File: src/hw/fcr_defs.vh
// Purpose: shared constants of the flash configuration register block
// Assumes: single-line serial framing, mode 0, bytes sent MSB first
// Notes: times in ns, cycle counts derived from the 4 ns system clock
`ifndef FCR_DEFS_VH
`define FCR_DEFS_VH

// ==========================================================
// Commands
`define FCR_CMD_WREN 8'h06
`define FCR_CMD_RDSR 8'h05
`define FCR_CMD_FREAD 8'h0B
`define FCR_CMD_RDBOOT 8'hB5
`define FCR_CMD_WRBOOT 8'hB1
`define FCR_CMD_RDRUN 8'h85
`define FCR_CMD_WRRUN 8'h81

// ==========================================================
// Boot register fields
`define FCR_BOOT_RESET 16'hFFFF
`define FCR_BOOT_DUMMY_HI 15
`define FCR_BOOT_DUMMY_LO 12
`define FCR_BOOT_XIP_HI 11
`define FCR_BOOT_XIP_LO 9
`define FCR_BOOT_DRV_HI 8
`define FCR_BOOT_DRV_LO 6
`define FCR_BOOT_HOLD 4
`define FCR_BOOT_QUAD 3
`define FCR_BOOT_DUAL 2
`define FCR_XIP_OFF 3'h7

// ==========================================================
// Runtime register fields
`define FCR_RUN_DUMMY_HI 7
`define FCR_RUN_DUMMY_LO 4
`define FCR_RUN_XIP 3
`define FCR_RUN_RSVD 2
`define FCR_RUN_WRAP_HI 1
`define FCR_RUN_WRAP_LO 0
`define FCR_WRAP_16 2'h0
`define FCR_WRAP_32 2'h1
`define FCR_WRAP_64 2'h2
`define FCR_WRAP_SEQ 2'h3

// ==========================================================
// Dummy encoding and timing
`define FCR_DUMMY_ZERO 4'h0
`define FCR_DUMMY_MAX 4'hF
`define FCR_DUMMY_DEFAULT 4'hA
`define FCR_CLK_PERIOD_NS 4
`define FCR_BOOT_WRITE_NS 2000
`define FCR_BOOT_WRITE_CYC ((`FCR_BOOT_WRITE_NS + `FCR_CLK_PERIOD_NS - 1) / `FCR_CLK_PERIOD_NS)

`endif

File: src/hw/fcr_config_regs.v
// Purpose: boot and runtime configuration registers behind the serial command port
// Assumes: mode 0 framing, sclk well below mclk/4, single data line
// Notes: array data arrives on mem_rdata for the address on mem_addr
`timescale 1ns/10ps
`default_nettype none
`include "fcr_defs.vh"

module fcr_config_regs #(
    parameter BOOT_INIT = `FCR_BOOT_RESET,
    parameter XIP_FORCED = 0,
    parameter BUSY_CYC = `FCR_BOOT_WRITE_CYC
) (
    // Clock and reset
    input wire mclk,
    input wire rstn,
    // Serial link
    input wire sclk,
    input wire cs_n,
    input wire mosi,
    output reg miso,
    output reg miso_oe,
    // Array read port
    output reg [23:0] mem_addr,
    input wire [7:0] mem_rdata,
    // Working configuration
    output reg [3:0] cfg_dummy,
    output reg xip_active,
    output reg [2:0] cfg_xip_mode,
    output reg [2:0] cfg_drive,
    output reg cfg_hold_en,
    output reg cfg_quad,
    output reg cfg_dual,
    output reg [1:0] cfg_wrap,
    output reg wip
);

    localparam ST_CMD = 3'h0;
    localparam ST_ADDR = 3'h1;
    localparam ST_DUMMY = 3'h2;
    localparam ST_OUT = 3'h3;
    localparam ST_WDATA = 3'h4;
    localparam ST_IGN = 3'h5;

    localparam SRC_STAT = 2'h0;
    localparam SRC_RUN = 2'h1;
    localparam SRC_BOOT = 2'h2;
    localparam SRC_ARRAY = 2'h3;

    // ==========================================================
    // Dummy code to clock count
    function [3:0] dummy_count;
        input [3:0] code;
        begin
            if (code == `FCR_DUMMY_ZERO || code == `FCR_DUMMY_MAX) begin
                dummy_count = `FCR_DUMMY_DEFAULT;
            end else begin
                dummy_count = code;
            end
        end
    endfunction

    // ==========================================================
    // Pin synchronisers
    reg [2:0] sclk_s;
    reg [2:0] cs_s;
    reg [1:0] mosi_s;
    wire sclk_rise = sclk_s[1] & ~sclk_s[2];
    wire sclk_fall = ~sclk_s[1] & sclk_s[2];
    wire sel = ~cs_s[1];
    wire cs_rise = cs_s[1] & ~cs_s[2];
    wire din = mosi_s[1];

    always @(posedge mclk or negedge rstn) begin
        if (!rstn) begin
            sclk_s <= 3'h0;
            cs_s <= 3'h7;
            mosi_s <= 2'h0;
        end else begin
            sclk_s <= {sclk_s[1:0], sclk};
            cs_s <= {cs_s[1:0], cs_n};
            mosi_s <= {mosi_s[0], mosi};
        end
    end

    // ==========================================================
    // Registers and engine state
    reg [15:0] boot_configuration;
    reg [7:0] runtime_configuration;
    reg [15:0] boot_pend;
    reg boot_load;
    reg wel;
    reg [11:0] busy_cnt;
    reg [2:0] state;
    reg [4:0] bitcnt;
    reg [3:0] dcnt;
    reg [7:0] shift;
    reg [7:0] op;
    reg [7:0] out_byte;
    reg [1:0] src;
    reg boot_hi;
    reg [15:0] wbuf;
    reg [1:0] nbytes;
    wire [7:0] next_byte = {shift[6:0], din};
    wire [7:0] status = {6'h00, wel, wip};
    wire [23:0] next_addr;

    fcr_wrap_next #(
        .AW(24)
    ) u_wrap (
        .addr(mem_addr),
        .wrap(cfg_wrap),
        .next_addr(next_addr)
    );

    // ==========================================================
    // Working configuration outputs
    always @(posedge mclk or negedge rstn) begin
        if (!rstn) begin
            cfg_dummy <= `FCR_DUMMY_DEFAULT;
            xip_active <= 1'b0;
            cfg_wrap <= `FCR_WRAP_SEQ;
        end else begin
            cfg_dummy <= dummy_count(runtime_configuration[`FCR_RUN_DUMMY_HI:`FCR_RUN_DUMMY_LO]);
            xip_active <= (XIP_FORCED != 0) | ~runtime_configuration[`FCR_RUN_XIP];
            cfg_wrap <= runtime_configuration[`FCR_RUN_WRAP_HI:`FCR_RUN_WRAP_LO];
        end
    end

    // ==========================================================
    // Boot load, register writes and commit timer
    always @(posedge mclk or negedge rstn) begin
        if (!rstn) begin
            boot_configuration <= BOOT_INIT;
            runtime_configuration <= 8'hFB;
            boot_pend <= 16'hFFFF;
            boot_load <= 1'b1;
            wel <= 1'b0;
            wip <= 1'b0;
            busy_cnt <= 12'h000;
            cfg_xip_mode <= `FCR_XIP_OFF;
            cfg_drive <= 3'h7;
            cfg_hold_en <= 1'b1;
            cfg_quad <= 1'b0;
            cfg_dual <= 1'b0;
        end else begin
            if (boot_load) begin
                // Reset copy only; later boot writes never reach the working setting, since reset reloads BOOT_INIT
                boot_load <= 1'b0;
                runtime_configuration <= {
                    boot_configuration[`FCR_BOOT_DUMMY_HI:`FCR_BOOT_DUMMY_LO],
                    boot_configuration[`FCR_BOOT_XIP_HI:`FCR_BOOT_XIP_LO] == `FCR_XIP_OFF,
                    1'b0,
                    `FCR_WRAP_SEQ};
                cfg_xip_mode <= boot_configuration[`FCR_BOOT_XIP_HI:`FCR_BOOT_XIP_LO];
                cfg_drive <= boot_configuration[`FCR_BOOT_DRV_HI:`FCR_BOOT_DRV_LO];
                cfg_hold_en <= boot_configuration[`FCR_BOOT_HOLD];
                cfg_quad <= ~boot_configuration[`FCR_BOOT_QUAD];
                cfg_dual <= ~boot_configuration[`FCR_BOOT_DUAL] & boot_configuration[`FCR_BOOT_QUAD];
            end
            if (busy_cnt != 12'h000) begin
                busy_cnt <= busy_cnt - 12'h001;
                if (busy_cnt == 12'h001) begin
                    boot_configuration <= boot_pend;
                    wip <= 1'b0;
                    wel <= 1'b0;
                end
            end else if (cs_rise && !boot_load) begin
                // Commands act when the frame closes
                if (op == `FCR_CMD_WREN && state == ST_IGN) begin
                    wel <= 1'b1;
                end else if (op == `FCR_CMD_WRRUN && state == ST_WDATA && nbytes == 2'h1 && wel) begin
                    runtime_configuration <= {wbuf[7:3], 1'b0, wbuf[1:0]};
                    wel <= 1'b0;
                end else if (op == `FCR_CMD_WRBOOT && state == ST_WDATA && nbytes == 2'h2 && wel) begin
                    boot_pend <= {wbuf[7:0], wbuf[15:8]};
                    busy_cnt <= BUSY_CYC[11:0];
                    wip <= 1'b1;
                end
            end
        end
    end

    // ==========================================================
    // Serial command engine
    always @(posedge mclk or negedge rstn) begin
        if (!rstn) begin
            state <= ST_CMD;
            bitcnt <= 5'h00;
            dcnt <= 4'h0;
            shift <= 8'h00;
            op <= 8'h00;
            out_byte <= 8'h00;
            src <= SRC_STAT;
            boot_hi <= 1'b0;
            wbuf <= 16'h0000;
            nbytes <= 2'h0;
            mem_addr <= 24'h000000;
            miso <= 1'b0;
            miso_oe <= 1'b0;
        end else if (!sel) begin
            state <= ST_CMD;
            bitcnt <= 5'h00;
            miso_oe <= 1'b0;
        end else if (sclk_rise) begin
            shift <= next_byte;
            case (state)
                ST_CMD: begin
                    if (bitcnt[2:0] == 3'h7) begin
                        op <= next_byte;
                        bitcnt <= 5'h00;
                        nbytes <= 2'h0;
                        boot_hi <= 1'b0;
                        if (next_byte == `FCR_CMD_RDSR) begin
                            state <= ST_OUT;
                            src <= SRC_STAT;
                            out_byte <= status;
                        end else if (wip || boot_load) begin
                            // Only status polling while the boot write commits
                            state <= ST_IGN;
                        end else if (next_byte == `FCR_CMD_RDBOOT) begin
                            state <= ST_OUT;
                            src <= SRC_BOOT;
                            out_byte <= boot_configuration[7:0];
                        end else if (next_byte == `FCR_CMD_RDRUN) begin
                            state <= ST_OUT;
                            src <= SRC_RUN;
                            out_byte <= runtime_configuration;
                        end else if (next_byte == `FCR_CMD_WRRUN || next_byte == `FCR_CMD_WRBOOT) begin
                            state <= ST_WDATA;
                        end else if (next_byte == `FCR_CMD_FREAD) begin
                            state <= ST_ADDR;
                        end else begin
                            state <= ST_IGN;
                        end
                    end else begin
                        bitcnt <= bitcnt + 5'h01;
                    end
                end
                ST_ADDR: begin
                    mem_addr <= {mem_addr[22:0], din};
                    if (bitcnt == 5'h17) begin
                        bitcnt <= 5'h00;
                        dcnt <= 4'h1;
                        state <= ST_DUMMY;
                    end else begin
                        bitcnt <= bitcnt + 5'h01;
                    end
                end
                ST_DUMMY: begin
                    if (dcnt == cfg_dummy) begin
                        // Last dummy clock: first byte from the start address
                        state <= ST_OUT;
                        src <= SRC_ARRAY;
                        out_byte <= mem_rdata;
                        mem_addr <= next_addr;
                    end else begin
                        dcnt <= dcnt + 4'h1;
                    end
                end
                ST_OUT: begin
                    bitcnt <= {2'h0, bitcnt[2:0] + 3'h1};
                    if (bitcnt[2:0] == 3'h7) begin
                        case (src)
                            SRC_STAT: out_byte <= status;
                            SRC_RUN: out_byte <= runtime_configuration;
                            SRC_BOOT: begin
                                out_byte <= boot_hi ? boot_configuration[7:0] : boot_configuration[15:8];
                                boot_hi <= ~boot_hi;
                            end
                            default: begin
                                out_byte <= mem_rdata;
                                mem_addr <= next_addr;
                            end
                        endcase
                    end
                end
                ST_WDATA: begin
                    if (bitcnt[2:0] == 3'h7) begin
                        wbuf <= {wbuf[7:0], next_byte};
                        if (nbytes != 2'h3) begin
                            nbytes <= nbytes + 2'h1;
                        end
                    end
                    bitcnt <= {2'h0, bitcnt[2:0] + 3'h1};
                end
                default: begin
                    bitcnt <= 5'h00;
                end
            endcase
        end else if (sclk_fall && state == ST_OUT) begin
            // Data moves on the falling edge so the host samples it on the rising one
            miso <= out_byte[3'h7 - bitcnt[2:0]];
            miso_oe <= 1'b1;
        end
    end

endmodule
`default_nettype wire

File: src/hw/fcr_wrap_next.v
// Purpose: next array address of a read burst under the wrap setting
// Assumes: address width at least 6 bits
// Notes: purely combinational
`timescale 1ns/10ps
`default_nettype none
`include "fcr_defs.vh"

module fcr_wrap_next #(
    parameter AW = 24
) (
    // Current address and wrap code
    input wire [AW-1:0] addr,
    input wire [1:0] wrap,
    // Following address
    output reg [AW-1:0] next_addr
);

    reg [AW-1:0] mask;
    reg [AW-1:0] inc;

    // ==========================================================
    // Increment inside the aligned block for the 16, 32 and 64 byte wraps; sequential increments the whole address
    always @* begin
        inc = addr + {{(AW-1){1'b0}}, 1'b1};
        case (wrap)
            `FCR_WRAP_16: mask = {{(AW-4){1'b0}}, 4'hF};
            `FCR_WRAP_32: mask = {{(AW-5){1'b0}}, 5'h1F};
            `FCR_WRAP_64: mask = {{(AW-6){1'b0}}, 6'h3F};
            default: mask = {AW{1'b1}};
        endcase
        next_addr = (addr & ~mask) | (inc & mask);
    end

endmodule
`default_nettype wire

File: config.mk
export PLATFORM = sky130hd
export DESIGN_NAME = fcr_config_regs
export DESIGN_NICKNAME = d
export VERILOG_FILES = /design/src/hw/fcr_config_regs.v /design/src/hw/fcr_wrap_next.v
export VERILOG_INCLUDE_DIRS = /design/src /design/src/hw
export SDC_FILE = /design/constraint.sdc
export NUM_CORES = 1
export LEC_CHECK = 0
export ABC_CLOCK_PERIOD_IN_PS = 2300
export BUFFER_PORTS_ARGS = -buffer_cell sky130_fd_sc_hd__buf_4
export CAP_MARGIN = 20
export CORE_ASPECT_RATIO = 0.8
export CORE_MARGIN = 2
export CORE_UTILIZATION = 50
export CTS_CLUSTER_SIZE = 8
export DETAILED_ROUTE_END_ITERATION = 7
export GPL_TIMING_DRIVEN = 0
export PLACE_DENSITY = 0.71
export REMOVE_ABC_BUFFERS = 1
export SLEW_MARGIN = 5
export SYNTH_ARGS = -nofsm -noshare
export SYNTH_HDL_FRONTEND = slang
export SYNTH_SLANG_ARGS = --single-unit
File: constraint.sdc
create_clock -name mclk -period 2.3 [get_ports mclk]
set_clock_uncertainty 0.1 [all_clocks]
set_input_delay 0.575 -clock mclk [delete_from_list [all_inputs] [get_ports mclk]]
set_output_delay 0.575 -clock mclk [all_outputs]
set_load 0.02 [all_outputs]
==> flow_metrics.tcl <==
set metrics [dict create \
    cts_buffers 17 \
    grt_pass1_wl_um 30400 \
    async_flop_share 1.00 \
    cp_data_arrival_time_ps 2630 \
    antenna_found_initial 0 \
    cts_max_level 4 \
    cp-end-kind "register" \
    worstMarginPinSlew_ps 667 \
    drt-pass1-iter-count 5 \
    synth_edf_count 0 \
    dieArea_um2 16900 \
    multi_input_area_um2 3820 \
    vias 6127 \
    status "complete, but fails checks" \
    stdcell_area_um2 9620 \
    powerDensity_nw_per_um2 662 \
    drtAntennaViolNets 0 \
    hold_path.class "input pin to async pin" \
    clk_path_buf_depth 2 \
    hpwl_um 11900 \
    pwr-share-comb 0.045 \
    rsz0062_at_grt "yes" \
    clkLatencyLatePin_ps 430 \
    grt_use_total 0.234 \
    synth_cells 727 \
    core_um2 15600 \
    grt_max_degree 82 \
    placed_area_um2 8490 \
    globalplace.congestion 0.870 \
    relSlewSlack 0.553 \
    die_h_um 117 \
    whs_ps 22.0 \
    cts-root-buf "clkbuf_16" \
    ir_worst_vdd_mv 0.550 \
    syn_avg_cell_area_um2 10.9 \
    r2r.worst_path.cells 7 \
    cts_hold_buf 0 \
    io_buffers 55 \
    max_freq_ghz 0.423 \
    path_class "register to register" \
    fillers 1236 \
    syn2layout_area_growth_pct 21.4 \
    ios 56 \
    pre_cts_ws_ps -1130 \
    syn_area_um2 7920 \
    worstReg2RegStart "busy_cnt[5]$_DFFE_PN0P_" \
    wl_per_cell_um 18.5 \
    r2r_setup_slack_ps -60 \
    route.detailed.drc 0 \
    crit_path_start_kind "register" \
    p_int_mw 4.86 \
    synth_cell_type_count 67 \
    clk_pin_slew_ps 70 \
    drv_slew 0 \
    p_switching_mw 1.50 \
    drt_iter0_markers 529 \
    cts.sinks 161 \
    finalWirelength_um 19000 \
    reg2reg_to "boot_pend[11]$_DFFE_PN1P_" \
    nets 821 \
    cts_tree "done" \
    initial_core_util 0.506 \
    clockPowerShare 0.475 \
    critical_path_required_ps 2560 \
    grt_pass1_vias 5937 \
    synthFlopType "dfrtp_1" \
    finalSetupTns_ps -505 \
    die_w_um 145 \
    yosys_warnings 0 \
    seq_area_um2 4110 \
    grt_remaining_overflow 0 \
    min_period_ps 2360 \
    worst_slack_ps -64.5 \
    drv_cap 0 \
    failed_checks "negative setup slack" \
    diodes 0 \
    ys_ff_latch 161 \
    finalHoldViolations 0 \
    timing.final.crit_share 1.03 \
    num_rows 41 \
    crit_fanout 9 \
    total_leakage_power_nw 4.21 \
    drive_gt1_frac 0.372 \
    yosysSeqAreaShare 0.517 \
    seq_power_share 0.481 \
    setup_viol 10 \
    swShare 0.236 \
    vias_per_cell 5.97 \
]
==> critical path, stage by stage, from the launching register on <==
cell     delay (ps)
dfrtp_1         380
or4_4           560
nor3_4          170
buf_6           140
nand3_4          90
nor3_4          270
buf_6           230
mux2_2          360
==> power by group through the flow <==
stage,sequential [mW],clock (mW),combinational (mW)
3_3_place_gp,3.08,0,0.237
4_1_cts,3.05,3.07,0.272
5_1_grt,3.06,3.17,0.309
6_report,3.06,3.02,0.284
2_1_floorplan,3.03,0,0.147
3_5_place_dp,3.09,0,0.259
==> what timing repair did <==
| item | 4_1_cts | 5_1_grt |
|---|---|---|
| endpoints found under the setup margin | 116 | 65 |
| resized for setup | 39 | 28 |
| buffers inserted | 26 | 5 |
| pin swaps | 8 | 8 |
| cloned | 1 | 0 |
==> area by class of cell <==
class	instances	share of cell area
Tap cell	215	0.0280
Multi-Input combinational cell	516	0.397
Inverter	16	0.00625
Timing Repair Buffer	87	0.0753
Clock buffer	23	0.0541
Clock inverter	9	0.0117
Sequential cell	161	0.427
==> layout by cell type, fill, tap and decap left out, drive strengths merged, types with 16 or more instances in the layout <==
cell type  count
a21oi         31
buf           87
clkbuf        23
dfrtp        107
dfstp         54
inv           20
mux2          79
mux2i         16
nand2         56
nand3         19
nor2          53
nor3          28
o21ai         65
==> cell families (layout without fill, tap and decap cells) <==
family / after synthesis / after routing / share of synthesized area
muxes: 97 / 97 / 0.138
DFF: 161 / 161 / 0.517
buffers and inverters: 50 / 135 / 0.0303
xor gates and xnor gates: 11 / 11 / 0.0122
AOI/OAI and AO/OA: 164 / 164 / 0.129
adders and majority gates: 9 / 9 / 0.0142
and+or+nand+nor: 234 / 234 / 0.158
other: 1 / 1 / 0.000473
==> per-stage QoR <==
step | power [mW] | std cells | utilization
after floorplan | 3.18 | 693 | -
after global placement | 3.32 | 963 | 0.538
after detailed placement | 3.35 | 965 | 0.543
after CTS | 6.39 | 1024 | 0.608
after global routing | 6.54 | 1027 | 0.615
final | 6.36 | 1027 | 0.615
==> synth_stat cells, drive strengths merged, types with 4 or more instances <==
cell type / number / area share
a211oi: 5 / 0.0047
a21oi: 31 / 0.020
a221oi: 8 / 0.0088
a22o: 8 / 0.0088
a22oi: 6 / 0.0057
a31oi: 8 / 0.0063
and2: 4 / 0.0032
and3: 9 / 0.0073
buf: 11 / 0.0082
clkbuf: 22 / 0.010
dfrtp: 107 / 0.34
dfstp: 54 / 0.18
ha: 9 / 0.014
inv: 16 / 0.0076
mux2: 79 / 0.11
mux2i: 16 / 0.020
nand2: 56 / 0.027
nand2b: 11 / 0.0087
nand3: 19 / 0.014
nand4: 11 / 0.0095
nor2: 53 / 0.025
nor2b: 10 / 0.0079
nor3: 28 / 0.021
nor3b: 4 / 0.0051
nor4: 10 / 0.0098
o211ai: 4 / 0.0038
o21ai: 65 / 0.041
o22ai: 5 / 0.0039
o2bb2ai: 4 / 0.0044
xor2: 10 / 0.011
==> worst max-delay path by stage <==
stage / from / to / slack (ps) / cells past startpoint
6_report: busy_cnt[5]$_DFFE_PN0P_ / boot_pend[11]$_DFFE_PN1P_ / -60 / 7
5_1_grt: busy_cnt[5]$_DFFE_PN0P_ / boot_pend[15]$_DFFE_PN1P_ / -110 / 7
4_1_cts: busy_cnt[3]$_DFFE_PN0P_ / boot_pend[12]$_DFFE_PN1P_ / -140 / 8
3_5_place_dp: cs_s[1]$_DFF_PN1_ / out_byte[4]$_DFFE_PN0P_ / -1130 / 5
3_3_place_gp: state[1]$_DFFE_PN0P_ / register / -1380 / 4
2_1_floorplan: cs_s[1]$_DFF_PN1_ / out_byte[0]$_DFFE_PN0P_ / -360 / 5
==> metal layers <==
metal,vias up,wire length [um],global-route usage
met5,-,0,0
met4,0,362,0.0939
met3,34,1150,0.0500
met2,231,9030,0.366
met1,3044,8410,0.321
li1,2818,-,-
No activity file was read; power rests on OpenSTA's default activity.
